### src/rtl/rbac_pkg.sv
// register bit access cells: shared widths, word map, cell kinds, states
// assumes one system clock; all access ports run on that clock
package rbac_pkg;

    localparam int DW = 16;             // one register word
    localparam int NW = 4;              // words in the bank
    localparam int NS = 4;              // access sources
    localparam int AW = 2;              // word address width
    localparam int F_W = 4;             // width of one field

    // word indices
    localparam logic [AW-1:0] W_STAT = 2'h0;
    localparam logic [AW-1:0] W_EVT  = 2'h1;
    localparam logic [AW-1:0] W_LINK = 2'h2;
    localparam logic [AW-1:0] W_RSVD = 2'h3;
    // lowest word the transceiver management port may reach
    localparam logic [AW-1:0] PHY_LO = 2'h2;

    // field lsbs in the event word
    localparam int F_RDCLR  = 0;
    localparam int F_W1CLR  = 4;
    localparam int F_W0CLR  = 8;
    localparam int F_SELF   = 12;
    // field lsbs in the link word
    localparam int F_LATLO  = 0;
    localparam int F_LATHI  = 4;
    localparam int F_CTRL   = 8;
    localparam int F_WRONLY = 12;

    // access sources, lowest index wins
    localparam int S_SPI = 0;
    localparam int S_TWI = 1;
    localparam int S_INB = 2;
    localparam int S_PHY = 3;

    localparam logic RST_BIT = 1'b0;

    typedef enum logic [3:0] {
        K_RDONLY, K_RDWR, K_RDCLR, K_WRONLY, K_W1CLR,
        K_W0CLR, K_LATLO, K_LATHI, K_SELFCLR, K_RSVD
    } rbac_kind_t;

    typedef enum logic [2:0] {
        ST_IDLE = 3'b001,
        ST_ACC  = 3'b010,
        ST_DONE = 3'b100
    } rbac_state_t;

    function automatic rbac_kind_t rbac_kind_of(input int w, input int b);
        rbac_kind_t k;
        k = K_RSVD;
        if (w == int'(W_STAT)) begin
            k = K_RDONLY;
        end else if (w == int'(W_EVT)) begin
            case (b / F_W)
                0:       k = K_RDCLR;
                1:       k = K_W1CLR;
                2:       k = K_W0CLR;
                default: k = K_SELFCLR;
            endcase
        end else if (w == int'(W_LINK)) begin
            case (b / F_W)
                0:       k = K_LATLO;
                1:       k = K_LATHI;
                2:       k = K_RDWR;
                default: k = K_WRONLY;
            endcase
        end
        return k;
    endfunction : rbac_kind_of

endpackage : rbac_pkg

### src/rtl/rbac_bank.sv
// register bit access bank: four 16-bit words of access cells behind an
// arbiter shared by four host access sources
// assumes every source drives req/we/addr/wdata from logic on clk and holds
// them until its ack; serial protocol decoders sit outside this block
//
// Operation
// - read-only bits return their value; writes leave them unchanged.
// - clear-on-read bits return the held value, then clear; writes ignored.
// - write-only bits accept writes; reads return zero.
// - write-one-clear bits clear on a written one; zero leaves them.
// - write-zero-clear bits clear on a written zero; one leaves them.
// - latch-low bits stay low after the condition recovers until read.
// - latch-high bits stay high after the condition goes until read.
// - self-clearing bits return to zero alone after a written one.
// - serial, two-wire and in-band ports all get full access to every word but the reserved one.
// - transceiver words are also reachable through the management port.
`timescale 1ns/1ps
module rbac_bank
    import rbac_pkg::*;
(
    input  wire logic                    clk,
    input  wire logic                    resetn,
    input  wire logic [NS-1:0]           req,
    input  wire logic [NS-1:0]           we,
    input  wire logic [NS-1:0][AW-1:0]   addr,
    input  wire logic [NS-1:0][DW-1:0]   wdata,
    input  wire logic [NW-1:0][DW-1:0]   hw_in,
    output logic      [NS-1:0]           ack,
    output logic      [DW-1:0]           rdata,
    output logic                         refused,
    output logic      [NW-1:0][DW-1:0]   cell_q
);

    logic [1:0]            rst_pipe;
    logic                  rst_n;
    rbac_state_t           state;
    rbac_state_t           next_state;
    logic [1:0]            sel;
    logic [1:0]            next_sel;
    logic [DW-1:0]         next_rdata;
    logic                  next_refused;
    logic [AW-1:0]         acc_addr;
    logic                  acc_we;
    logic [DW-1:0]         acc_wdata;
    logic                  hit;
    logic [NW-1:0]         word_rd;
    logic [NW-1:0]         word_wr;
    logic [NW-1:0][DW-1:0] word_rbits;

    // the reset edge is async, its release is taken through two flops
    always_ff @(posedge clk or negedge resetn) begin
        if (!resetn) begin
            rst_pipe <= 2'h0;
        end else begin
            rst_pipe <= {rst_pipe[0], 1'b1};
        end
    end
    assign rst_n = rst_pipe[1];

    // fixed priority: lowest source index first
    function automatic logic [1:0] rbac_pick(input logic [NS-1:0] r);
        logic [1:0] p;
        p = 2'h0;
        for (int i = NS - 1; i >= 0; i--) begin
            if (r[i]) p = 2'(i);
        end
        return p;
    endfunction : rbac_pick

    // the management port sees only the transceiver words; nobody may
    // touch the reserved word, so a stray access cannot disturb state
    function automatic logic rbac_allowed(input logic [1:0] s,
                                          input logic [AW-1:0] a);
        return (a != W_RSVD) && ((s != 2'(S_PHY)) || (a >= PHY_LO));
    endfunction : rbac_allowed

    assign acc_addr  = addr[sel];
    assign acc_we    = we[sel];
    assign acc_wdata = wdata[sel];
    assign hit       = rbac_allowed(sel, acc_addr);

    always_comb begin
        next_state   = state;
        next_sel     = sel;
        next_rdata   = rdata;
        next_refused = refused;
        case (state)
            ST_IDLE: begin
                if (|req) begin
                    next_sel   = rbac_pick(req);
                    next_state = ST_ACC;
                end
            end
            ST_ACC: begin
                // read data is the value before any read side effect
                next_rdata   = (hit && !acc_we) ? word_rbits[acc_addr] : '0;
                next_refused = ~hit;
                next_state   = ST_DONE;
            end
            ST_DONE: begin
                next_state = ST_IDLE;
            end
            default: begin
                next_state = ST_IDLE;
            end
        endcase
    end

    always_ff @(posedge clk or negedge rst_n) begin
        if (!rst_n) begin
            state   <= ST_IDLE;
            sel     <= 2'h0;
            rdata   <= 16'h0000;
            refused <= 1'b0;
        end else begin
            state   <= next_state;
            sel     <= next_sel;
            rdata   <= next_rdata;
            refused <= next_refused;
        end
    end

    // one acknowledge, to the source that was granted, during ST_DONE
    assign ack = (state == ST_DONE) ? (NS'(1) << sel) : '0;

    genvar w;
    genvar b;
    generate
        for (w = 0; w < NW; w++) begin : g_word
            assign word_rd[w] = (state == ST_ACC) && hit && !acc_we
                              && (acc_addr == AW'(w));
            assign word_wr[w] = (state == ST_ACC) && hit && acc_we
                              && (acc_addr == AW'(w));
            for (b = 0; b < DW; b++) begin : g_bit
                rbac_cell #(
                    .KIND (rbac_kind_of(w, b))
                ) u_cell (
                    .clk   (clk),
                    .rst_n (rst_n),
                    .rd    (word_rd[w]),
                    .wr    (word_wr[w]),
                    .wbit  (acc_wdata[b]),
                    .hw_in (hw_in[w][b]),
                    .q     (cell_q[w][b]),
                    .rbit  (word_rbits[w][b])
                );
            end
        end
    endgenerate
endmodule : rbac_bank

### src/rtl/rbac_cell.sv
// one register bit whose access behaviour is chosen by KIND
// assumes rd and wr are single-cycle strobes from the bank on clk
`timescale 1ns/1ps
module rbac_cell
    import rbac_pkg::*;
#(
    parameter rbac_kind_t KIND = K_RDWR
)
(
    input  wire logic clk,
    input  wire logic rst_n,
    input  wire logic rd,
    input  wire logic wr,
    input  wire logic wbit,
    input  wire logic hw_in,
    output logic      q,
    output logic      rbit
);

    logic val;
    logic lat;
    logic next_val;
    logic next_lat;

    always_comb begin
        next_val = val;
        next_lat = lat;
        case (KIND)
            K_RDONLY:  next_val = hw_in;
            K_RDWR,
            K_WRONLY:  if (wr) next_val = wbit;
            // hardware set beats the clear in the same cycle
            K_RDCLR:   next_val = hw_in | (val & ~rd);
            K_W1CLR:   next_val = hw_in | (val & ~(wr & wbit));
            K_W0CLR:   next_val = hw_in | (val & ~(wr & ~wbit));
            K_LATLO: begin
                next_lat = ~hw_in | (lat & ~rd);
                next_val = hw_in & ~next_lat;
            end
            K_LATHI: begin
                next_lat = hw_in | (lat & ~rd);
                next_val = next_lat;
            end
            K_SELFCLR: next_val = wr & wbit;
            default:   next_val = RST_BIT;
        endcase
    end

    always_ff @(posedge clk or negedge rst_n) begin
        if (!rst_n) begin
            val <= RST_BIT;
            lat <= RST_BIT;
        end else begin
            val <= next_val;
            lat <= next_lat;
        end
    end

    assign q    = val;
    // write-only and reserved bits read as zero
    assign rbit = (KIND == K_WRONLY || KIND == K_RSVD) ? 1'b0 : val;

endmodule : rbac_cell

### config.mk
export PLATFORM = sky130hd
export DESIGN_NAME = rbac_bank
export DESIGN_NICKNAME = d
export VERILOG_FILES = /design/src/rtl/rbac_pkg.sv /design/src/rtl/rbac_bank.sv /design/src/rtl/rbac_cell.sv
export SDC_FILE = /design/constraint.sdc
export NUM_CORES = 1
export LEC_CHECK = 0
export ABC_AREA = 1
export BUFFER_PORTS_ARGS = -buffer_cell sky130_fd_sc_hd__buf_2
export CAP_MARGIN = 10
export CORE_ASPECT_RATIO = 0.6
export CORE_UTILIZATION = 48
export CTS_BUF_LIST = sky130_fd_sc_hd__clkbuf_16
export DETAILED_ROUTE_END_ITERATION = 8
export HOLD_SLACK_MARGIN = 0.06
export PLACE_DENSITY = 0.9
export RECOVER_POWER = 25
export SLEW_MARGIN = 20
export SYNTH_ARGS = -nofsm -noshare
export SYNTH_HDL_FRONTEND = slang
export SYNTH_SLANG_ARGS = --single-unit
### constraint.sdc
create_clock -name clk -period 3.8 [get_ports clk]
set_input_delay 0.76 -clock clk [delete_from_list [all_inputs] [get_ports clk]]
set_output_delay 0.76 -clock clk [all_outputs]
set_load 0.02 [all_outputs]
# Word level (Yosys, flattened, before mapping)
# Cells that the tools add are included.
[totals] reg_bits=76 in_bits=146
[op_classes] n_lt_le_gt_ge=3 n_eq_ne=8 n_shift=1 mux=16 n_bitwise=79 reduce_logical=13
[op_table] op="16-bit binary-select mux with 2-bit select" n=2
[op_table] op="16-bit two-way mux" n=3
[op_table] op="1-bit bitwise AND" n=36
[op_table] op="1-bit inverter" n=23
[op_table] op="1-bit OR" n=20
[op_table] op="2-bit two-way mux" n=5
[op_table] op="1-bit logical AND" n=9
[op_table] op="2-bit by 3-bit < comparator with 1-bit output (second input constant)" n=2
[op_table] op="2-bit != test (second input constant)" n=3
[op_table] op="3-bit one-hot mux with 2 select lines" n=1
[op_table] op="2-bit binary-select mux with 2-bit select" n=1
[op_table] op="4-bit two-way mux" n=1
[op_table] op="4-bit OR reduction" n=1
[op_table] op="1-bit by 2-bit left shift with 4-bit output (first input constant)" n=1
[op_table] op="3-bit by 1-bit == test with 1-bit output (second input constant)" n=1
[op_table] op="3-bit by 2-bit == test with 1-bit output (second input constant)" n=1
[op_table] op="3-bit == test (second input constant)" n=1
[op_table] op="3-bit two-way mux" n=1
[op_table] op="1-bit binary-select mux with 2-bit select" n=1
[op_table] op="2-bit by 1-bit == test with 1-bit output (second input constant)" n=1
[op_table] op="2-bit == test (second input constant)" n=1
[op_table] op="2-bit >= comparator (second input constant)" n=1
[op_table] op="2-bit AND reduction" n=1
[op_table] op="1-bit logical NOT" n=1
[op_table] op="other kinds (2)" n=2

# Depth between registers and ports, before layout
# Gate-level depths: netlist (run 1).
[logic_depth] word_depth=13 mapped_depth=13 mapped_depth_nobuf=12

# Modules after synthesis
# Synthesis (run 1) repeated with hierarchy kept, for this count alone.
[hier_totals] cells_unflattened=642 area_unflattened_um2=4636.9
[by_module_without_submodules] module="rbac_bank" n_inst=1 cells_each=362 area_each_um2=2159.6 seq_area_each_um2=601.8
[by_module_without_submodules] module="rbac_cell at g_word[1].g_bit[0].u_cell ..." n_inst=16 cells_each=6 area_each_um2=47.5 seq_area_each_um2=25.0
[by_module_without_submodules] module="rbac_cell at g_word[0].g_bit[0].u_cell ..." n_inst=16 cells_each=2 area_each_um2=32.5 seq_area_each_um2=25.0
[by_module_without_submodules] module="rbac_cell at g_word[1].g_bit[10].u_cell ..." n_inst=8 cells_each=7 area_each_um2=51.3 seq_area_each_um2=25.0
[by_module_without_submodules] module="rbac_cell at g_word[2].g_bit[0].u_cell ..." n_inst=4 cells_each=8 area_each_um2=81.3 seq_area_each_um2=50.0
[by_module_without_submodules] module="rbac_cell at g_word[3].g_bit[0].u_cell ..." n_inst=16 cells_each=3 area_each_um2=18.8 seq_area_each_um2=0.0
[by_module_without_submodules] module="rbac_cell at g_word[1].g_bit[12].u_cell ..." n_inst=4 cells_each=4 area_each_um2=40.0 seq_area_each_um2=25.0

# Worst setup path after synthesis (run 1)
# Ideal clock, no wire load.
[synth_path] path_kind="register to output" startpoint="reg sel[0]" endpoint="out ack[0]" t_arrival_ns=1.179 setup_slack_ns=1.861 stages_incl_launch_ff=5 path_cell_list="dfrtp_1 -> buf_6 -> nor2_2 -> inv_1 -> nor2_1"
[synth_via] elab_chain_len=2
[synth_lines] element="start: declaration" line_no="rbac_bank.sv:38" rtl="logic [1:0] sel;"
[synth_lines] element="start signal: assignment" line_no="rbac_bank.sv:117" rtl="sel <= next_sel;"
[synth_lines] element="1-bit by 2-bit left shift with 4-bit output" line_no="rbac_bank.sv:124" rtl="assign ack = (state == ST_DONE) ? (NS'(1) << sel) : '0;"
[synth_lines] element="4-bit two-way mux" line_no="rbac_bank.sv:124"
[synth_lines] element="end: declaration" line_no="rbac_bank.sv:28" rtl="output logic [NS-1:0] ack,"
# No other way between the ends.

# Worst setup path in the final report (run 1)
# Ends and elaborated chain as after synthesis.

==> results of run 1 <==
[cells by family after synthesis]
| family | after synthesis | synth area share |
|---|---|---|
| buf+inv | 122 | 0.1854 |
| compound gates | 60 | 0.08799 |
| mux | 4 | 0.01009 |
| other cells | 2 | 0.001893 |
| simple gates | 210 | 0.2349 |
| flops | 76 | 0.4797 |
[layout make-up]
cell class,instances,area share
sequential,76,0.3998
multi-input combinational,291,0.2904
timing repair buffer,172,0.1805
clock buffer,9,0.04722
inverter,46,0.03620
tap,108,0.02833
clock inverter,7,0.01758
[power by group through the flow]
stage | combinational [mW] | sequential, mW | clock (mW)
6_report | 1.49 | 1.11 | 0.876
5_1_grt | 1.66 | 1.14 | 0.929
4_1_cts | 1.50 | 1.11 | 0.891
3_5_place_dp | 1.49 | 1.12 | 0
3_3_place_gp | 1.44 | 1.12 | 0
2_1_floorplan | 1.13 | 1.15 | 0
[flip-flops by register name, summed over array words and instances, names as in the netlist]
register / cells
g_word.g_bit.u_cell.lat: 4
g_word.g_bit.u_cell.q: 48
rdata: 16
refused: 1
rst_pipe: 2
sel: 2
state: 3
[cell usage in the layout, fill, tap and decap left out, types with 2 or more instances in the layout]
cell type  count
a21oi_1       19
a22o_1         3
a22oi_1        3
buf_2        169
bufinv_16      2
clkbuf_1       2
clkbuf_16      9
conb_1        17
dfrtp_1       74
inv_1         44
inv_2          4
mux2i_1        4
nand2_1      137
nand2_2        4
nand2_4        2
nand3_1       43
nand3_2        2
nor2_1        10
nor2_2         3
nor2_4         3
o21ai_0       22
o21ai_2        4
o22ai_1        6
or2_2          2
[worst register-to-register path, stage by stage, from the launching register on]
cell and delay, ns:
dfrtp_1 0.40, nor3_2 0.14, clkbuf_1 0.70, nand3_2 0.22
nor2_4 0.35, nand2_2 0.28, nand2_1 0.15, o21ai_2 0.06
[routing by layer]
metal	part of all wire	wire (um)
met2	0.46	4764
met1	0.46	4758
met3	0.064	669
met5	0	0
met4	0.018	190
[metrics by stage]
stage / instances / worst slack, ns / utilization / total power, mW
6_report: 709 / 1.271 / 0.6003 / 3.479
5_1_grt: 709 / 1.113 / 0.6003 / 3.720
4_1_cts: 709 / 1.280 / 0.6009 / 3.502
3_5_place_dp: 693 / 1.295 / 0.5620 / 2.615
3_3_place_gp: 693 / 1.375 / 0.5620 / 2.559
2_1_floorplan: 489 / 1.528 / - / 2.282
[worst min path at each step]
stage | from | endpoint | slack (ns) | cells past startpoint
floorplan | rst_pipe[0] | rst_pipe[1] | 0.33 | 0
global placement | rst_pipe[0] | rst_pipe[1] | 0.33 | 0
detailed placement | rst_pipe[0] | rst_pipe[1] | 0.34 | 0
CTS | resetn | rst_pipe[1] | 0.20 | 1
global route | resetn | rst_pipe[1] | 0.21 | 1
finish | resetn | rst_pipe[1] | 0.21 | 1
==> summary.md, run 1 <==
| Metric | Value |
|---|---|
| Status | `completed` |
| Met1 Resource Use GR | `0.3337` |
| Design Area, Final | `between 4000 and 5000 um2` |
| WL per Instance | `14.64 um` |
| Internal Dissipation | `1.997 mW` |
| Register area | `roughly 1900 um2` |
| Yosys reg bits | `between 70 and 80` |
| CTS sink cnt | `between 70 and 80` |
| PortBufs | `170` |
| Worst Clk Skew | `around 0.0092 ns` |
| Area grow syn2layout | `20.21%` |
| Asr flop ratio synth | `1.000` |
| Synth warnings | `0` |
| Detailed placement HPWL | `approximately 7900 um` |
| MaxCap Viol Count | `0` |
| Vias in the first global route | `3416` |
| Synth top area share | `0.4730` |
| Crit path kind | `flop to primary output` |
| Chip width | `between 100 and 150 um` |
| Fin Setup TNS | `0 ns` |
| CTS Buf Count | `9` |
| Setup crit end | `ack[0]` |
| R2r worst-path depth | `7` |
| Placed cell area | `about 4500 um2` |
| First-pass GRT wire length | `about 17000 um` |
| Area leader, netlist | `dfrtp_1` |
| Die Ht | `72.43 um` |
| Largest cells by area after synthesis | `dfrtp_1, nand2_1, buf_4` |
| Critical path's slowest cell | `dfrtp_1` |
| CTS root buf | `clkbuf_16` |
| Fin. max-slew vios | `0` |
| Met2 Track Usage GR | `0.4128` |
| Post-synth EDFFs | `0` |
| Clock share of power | `0.252` |
| Initial Util | `0.4994` |
| Starting DRT DRC Count | `around 180` |
| Total gr overflow | `0` |
| Post-route DRC | `0` |
| Worst reg2reg endpoint | `g_word[2].g_bit[10].u_cell.q` |
| GRT Max-Usage Layer | `met2` |
| Sequential Power Share | `0.320` |
| Final #Nets | `~740` |
| Headroom to the max-slew limit | `0.3687` |
| Tcrit/Tclk final | `0.6656` |
| Setup bufs post-CTS | `0` |
| Via density | `between 4 and 5` |
| CTS tree | `built` |
| Gpl congestion | `about 0.84` |
| Share of cells above drive strength 1 | `0.3511` |
| Most common cell in the netlist | `nand2_1` |
| Crit path from | `sel[0]` |
| Library cells used by synthesis | `31` |
| Worst hold slack | `0.2092 ns` |
| Clock transition at path regs | `0.06 ns` |
| Final wirelength | `10380 um` |
| Final min period | `roughly 2.5 ns` |
| Final setup vio count | `0` |
| Post-Syn Instances | `between 400 and 500` |
| Core box area | `7945 um2` |
| Multi-input gate area | `between 1000 and 1500 um2` |
| Leakage power | `roughly 2.8 nW` |
| Crit path DAT | `between 1.5 and 2 ns` |
| Fill count | `approximately 740` |
| Met3 Use GR | `0.06840` |
| Synth cell count leaders | `nand2_1, dfrtp_1, buf_4` |
| Antenna Cells | `0` |
| VDD IR max | `0.0005075 V` |
| Worst hold-check path type | `input pin to async pin` |
| Total GRT Usage | `0.2544` |
| # resized after CTS | `0` |
| Hold Fails Final Rpt | `0` |
| Vias | `roughly 3.5k` |
| Final ANT Viol Nets | `0` |
| Worst R2R Start | `state[2]` |
| Power per standard cell area | `729.4 nW/um2` |
| RSZ-0062 raised after global routing | `false` |
| Comb pwr share | `0.428` |
| Hold buffers post-CTS | `0` |
| Number of iterations in the first detailed-routing pass | `4` |
| Sw Share | `0.4260` |
| Max Clk Rate | `395.3 MHz` |
| Max clock buf depth | `2` |
| Pin count of the biggest net entering global routing | `between 70 and 80` |
| Worst-margin pin slew | `around 0.95 ns` |
| Die Footprint | `just under 9000 um2` |
| Flop-to-flop setup slack | `around 1.4 ns` |
| Cell area after synthesis | `3968 um2` |
| Syn Area/Cell | `around 8.4 um2` |
| NetSw | `approximately 1.5 mW` |
| Register area share after synthesis | `0.4797` |
| Crit-path cells | `nor2_2 > inv_1 > nor2_1 > buf_2` |
| Ys flop type | `dfrtp_1` |
| Initial antenna violation count | `0` |
| Clk_lat worst skew | `~0.33 ns` |
| Crit. path cell count | `4` |
| CP Buf/Inv Count | `2` |
| Worst setup SP type | `flop` |
| FP Rows | `25` |
| H-tree depth | `3` |
| Boundary Pins | `231` |
| Worst path max stage delay | `0.53 ns` |
| Crit. End Element | `primary output` |
| Crit-path max FO | `10` |
| Worst path top cell family by delay | `simple AND/OR/NAND/NOR gates` |
| WP data required | `between 3 and 4 ns` |
Note: power is estimated with default switching activity, not from simulation.
==> run 2, diff against run 1 <==
--- a/config.mk
+++ b/config.mk
@@ -9,11 +9,11 @@
 export BUFFER_PORTS_ARGS = -buffer_cell sky130_fd_sc_hd__buf_2
 export CAP_MARGIN = 10
 export CORE_ASPECT_RATIO = 0.6
-export CORE_UTILIZATION = 48
+export CORE_UTILIZATION = 44
 export CTS_BUF_LIST = sky130_fd_sc_hd__clkbuf_16
 export DETAILED_ROUTE_END_ITERATION = 8
 export HOLD_SLACK_MARGIN = 0.06
-export PLACE_DENSITY = 0.9
+export PLACE_DENSITY = 0.84
 export RECOVER_POWER = 25
 export SLEW_MARGIN = 20
 export SYNTH_ARGS = -nofsm -noshare
==> constraint.sdc (replaced) <==
create_clock -name clk -period 2.5 [get_ports clk]
set_input_delay 0.5 -clock clk [delete_from_list [all_inputs] [get_ports clk]]
set_output_delay 0.5 -clock clk [all_outputs]
set_load 0.02 [all_outputs]
==> run 2 against run 1 <==
  * The flow now finishes with violations (max-capacitance violations, max-slew violations)
  * Total power rose by 50%
  * Sequential share of layout area fell by 0.063 points
  * Critical endpoint unchanged
  * Critical path type unchanged
  * Global-route usage fell by 3.0 points
  * Largest cell class unchanged
  * Register-to-register slack got worse by 1.1 ns
  * Core utilization fell by 4.7 points
  * Critical path depth did not move
  * Highest routed layer unchanged
==> summary.md, run 2 (synthesized netlist as in run 1, its figures left out) <==
| Metric | Value |
|---|---|
| Clk_lat worst skew | `around 0.33 ns` |
| Die Footprint | `between 9000 and 10000 um2` |
| Headroom to the max-slew limit | `-0.06265` |
| CP Buf/Inv Count | `2` |
| Max Clk Rate | `roughly 430 MHz` |
| Worst path max stage delay | `about 0.53 ns` |
| CTS Buf Count | `9` |
| Status | `complete, but fails checks` |
| Top layer in use | `met4` |
| Commonest non-fill, non-tap cell in the layout | `buf_2` |
| Initial Util | `0.4602` |
| Fill count | `a little under 800` |
| WP data required | `about 2 ns` |
| Area grow syn2layout | `20.25%` |
| Tcrit/Tclk final | `0.9285` |
| Crit path DAT | `about 1.8 ns` |
| Via density | `4.855` |
| Post-route DRC | `0` |
| MaxCap Viol Count | `1` |
| CTS tree | `built` |
| Hold buffers post-CTS | `1` |
| Routed metal-1 wirelength | `about 4700 um` |
| Hold depth | `1` |
| Multi-input gate area | `between 1000 and 1500 um2` |
| VDD IR max | `between 0.0005 and 0.0006 V` |
| Met3 wire length | `912 um` |
| Leakage power | `2.777 nW` |
| Final min period | `between 2 and 2.5 ns` |
| Critical path's slowest cell | `dfrtp_1` |
| Fin Setup TNS | `0 ns` |
| CTS root buf | `clkbuf_16` |
| Vias | `approximately 3.5k` |
| R2r worst-path depth | `9` |
| Core box area | `between 8000 and 9000 um2` |
| Hold Fails Final Rpt | `0` |
| Chip width | `124.6 um` |
| Vias in the first global route | `approximately 3.2k` |
| Total gr overflow | `0` |
| Number of flip-flops in the largest register | `48` |
| Worst Clk Skew | `a little under 0.004 ns` |
| Max clock buf depth | `2` |
| First-pass GRT wire length | `15820 um` |
| WL per Instance | `between 10 and 15 um` |
| Crit path kind | `flop to primary output` |
| Crit. path cell count | `4` |
| FP Rows | `26` |
| Crit-path max FO | `10` |
| Failing checks | `max-capacitance violations, max-slew violations` |
| Worst path top cell family by delay | `simple AND/OR/NAND/NOR gates` |
| # resized after CTS | `0` |
| Initial antenna violation count | `0` |
| Crit. End Element | `primary output` |
| Setup bufs post-CTS | `0` |
| Worst hold-check path type | `input pin to flop` |
| Register area | `around 1900 um2` |
| Final wirelength | `roughly 11000 um` |
| Number of iterations in the first detailed-routing pass | `5` |
| H-tree depth | `3` |
| Detailed placement HPWL | `8080 um` |
| DR WL met2 | `around 4900 um` |
| Power per standard cell area | `approximately 1100 nW/um2` |
| Antenna Cells | `0` |
| Tot Pwr | `about 5.2 mW` |
| Crit-path cells | `nor2_2 > inv_1 > nor2_1 > buf_2` |
| Final #Nets | `745` |
| CTS sink cnt | `76` |
| PortBufs | `170` |
| Worst-margin pin slew | `1.594 ns` |
| Total GRT Usage | `0.2242` |
| Worst setup SP type | `flop` |
| Share of cells above drive strength 1 | `0.3493` |
| Die Ht | `about 76 um` |
| Core Util, Final | `0.5534` |
| Clock transition at path regs | `around 0.060 ns` |
| RSZ-0062 raised after global routing | `false` |
| Most frequent cells in the layout | `buf_2, nand2_1, dfrtp_1` |
| Final ANT Viol Nets | `0` |
| Fin. max-slew vios | `between 70 and 80` |
| Flop-to-flop setup slack | `approximately 0.25 ns` |
| Boundary Pins | `231` |
| Final setup vio count | `0` |
| Gpl congestion | `0.8541` |
| Pin count of the biggest net entering global routing | `75` |
| Starting DRT DRC Count | `about 190` |
==> run 2: metal layers <==
layer | track usage | up-vias
met5 | 0 | -
met4 | 0.06560 | 0
met3 | 0.06671 | 12
met2 | 0.3689 | 157
met1 | 0.2928 | 1629
li1 | - | 1678
==> run 2: worst paths after layout <==
| path | startpoint | endpoint |
|---|---|---|
| worst max-delay path | sel[0] | ack[0] |
| worst min-delay path | hw_in[7] | g_word[0].g_bit[7].u_cell.q |
| worst max register to register | sel[0] | g_word[2].g_bit[10].u_cell.q |
| worst min register to register | rst_pipe[0] | rst_pipe[1] |
| max in group asynchronous | rst_pipe[1] | g_word[1].g_bit[6].u_cell.q |
| min in group asynchronous | resetn | rst_pipe[0] |
==> run 2: layout make-up <==
cell class	instances	share of cell area
inverters	46	0.03619
well taps	112	0.02937
flip-flops and latches	76	0.3992
multi-input cells	291	0.2903
clock inverters	7	0.01233
clock buffers	9	0.04721
repair buffers	175	0.1854
==> run 2: where the power goes <==
part           internal, mW  switching (mW)
Clock                 0.758           0.481
Combinational         0.719            1.58
Sequential             1.48           0.208
Total                  2.95            2.27
==> run 2: stage by stage <==
step | worst slack (ns) | hold WS, ns | std cells | area (um2)
2_1_floorplan | 0.2285 | 0.2044 | 489 | 4024
3_3_place_gp | 0.3444 | 0.2866 | 699 | 4486
3_5_place_dp | 0.2610 | 0.2927 | 699 | 4486
4_1_cts | 0.1841 | 0.2645 | 716 | 4780
5_1_grt | 0.05065 | 0.2593 | 716 | 4771
6_report | 0.1789 | 0.2731 | 716 | 4771
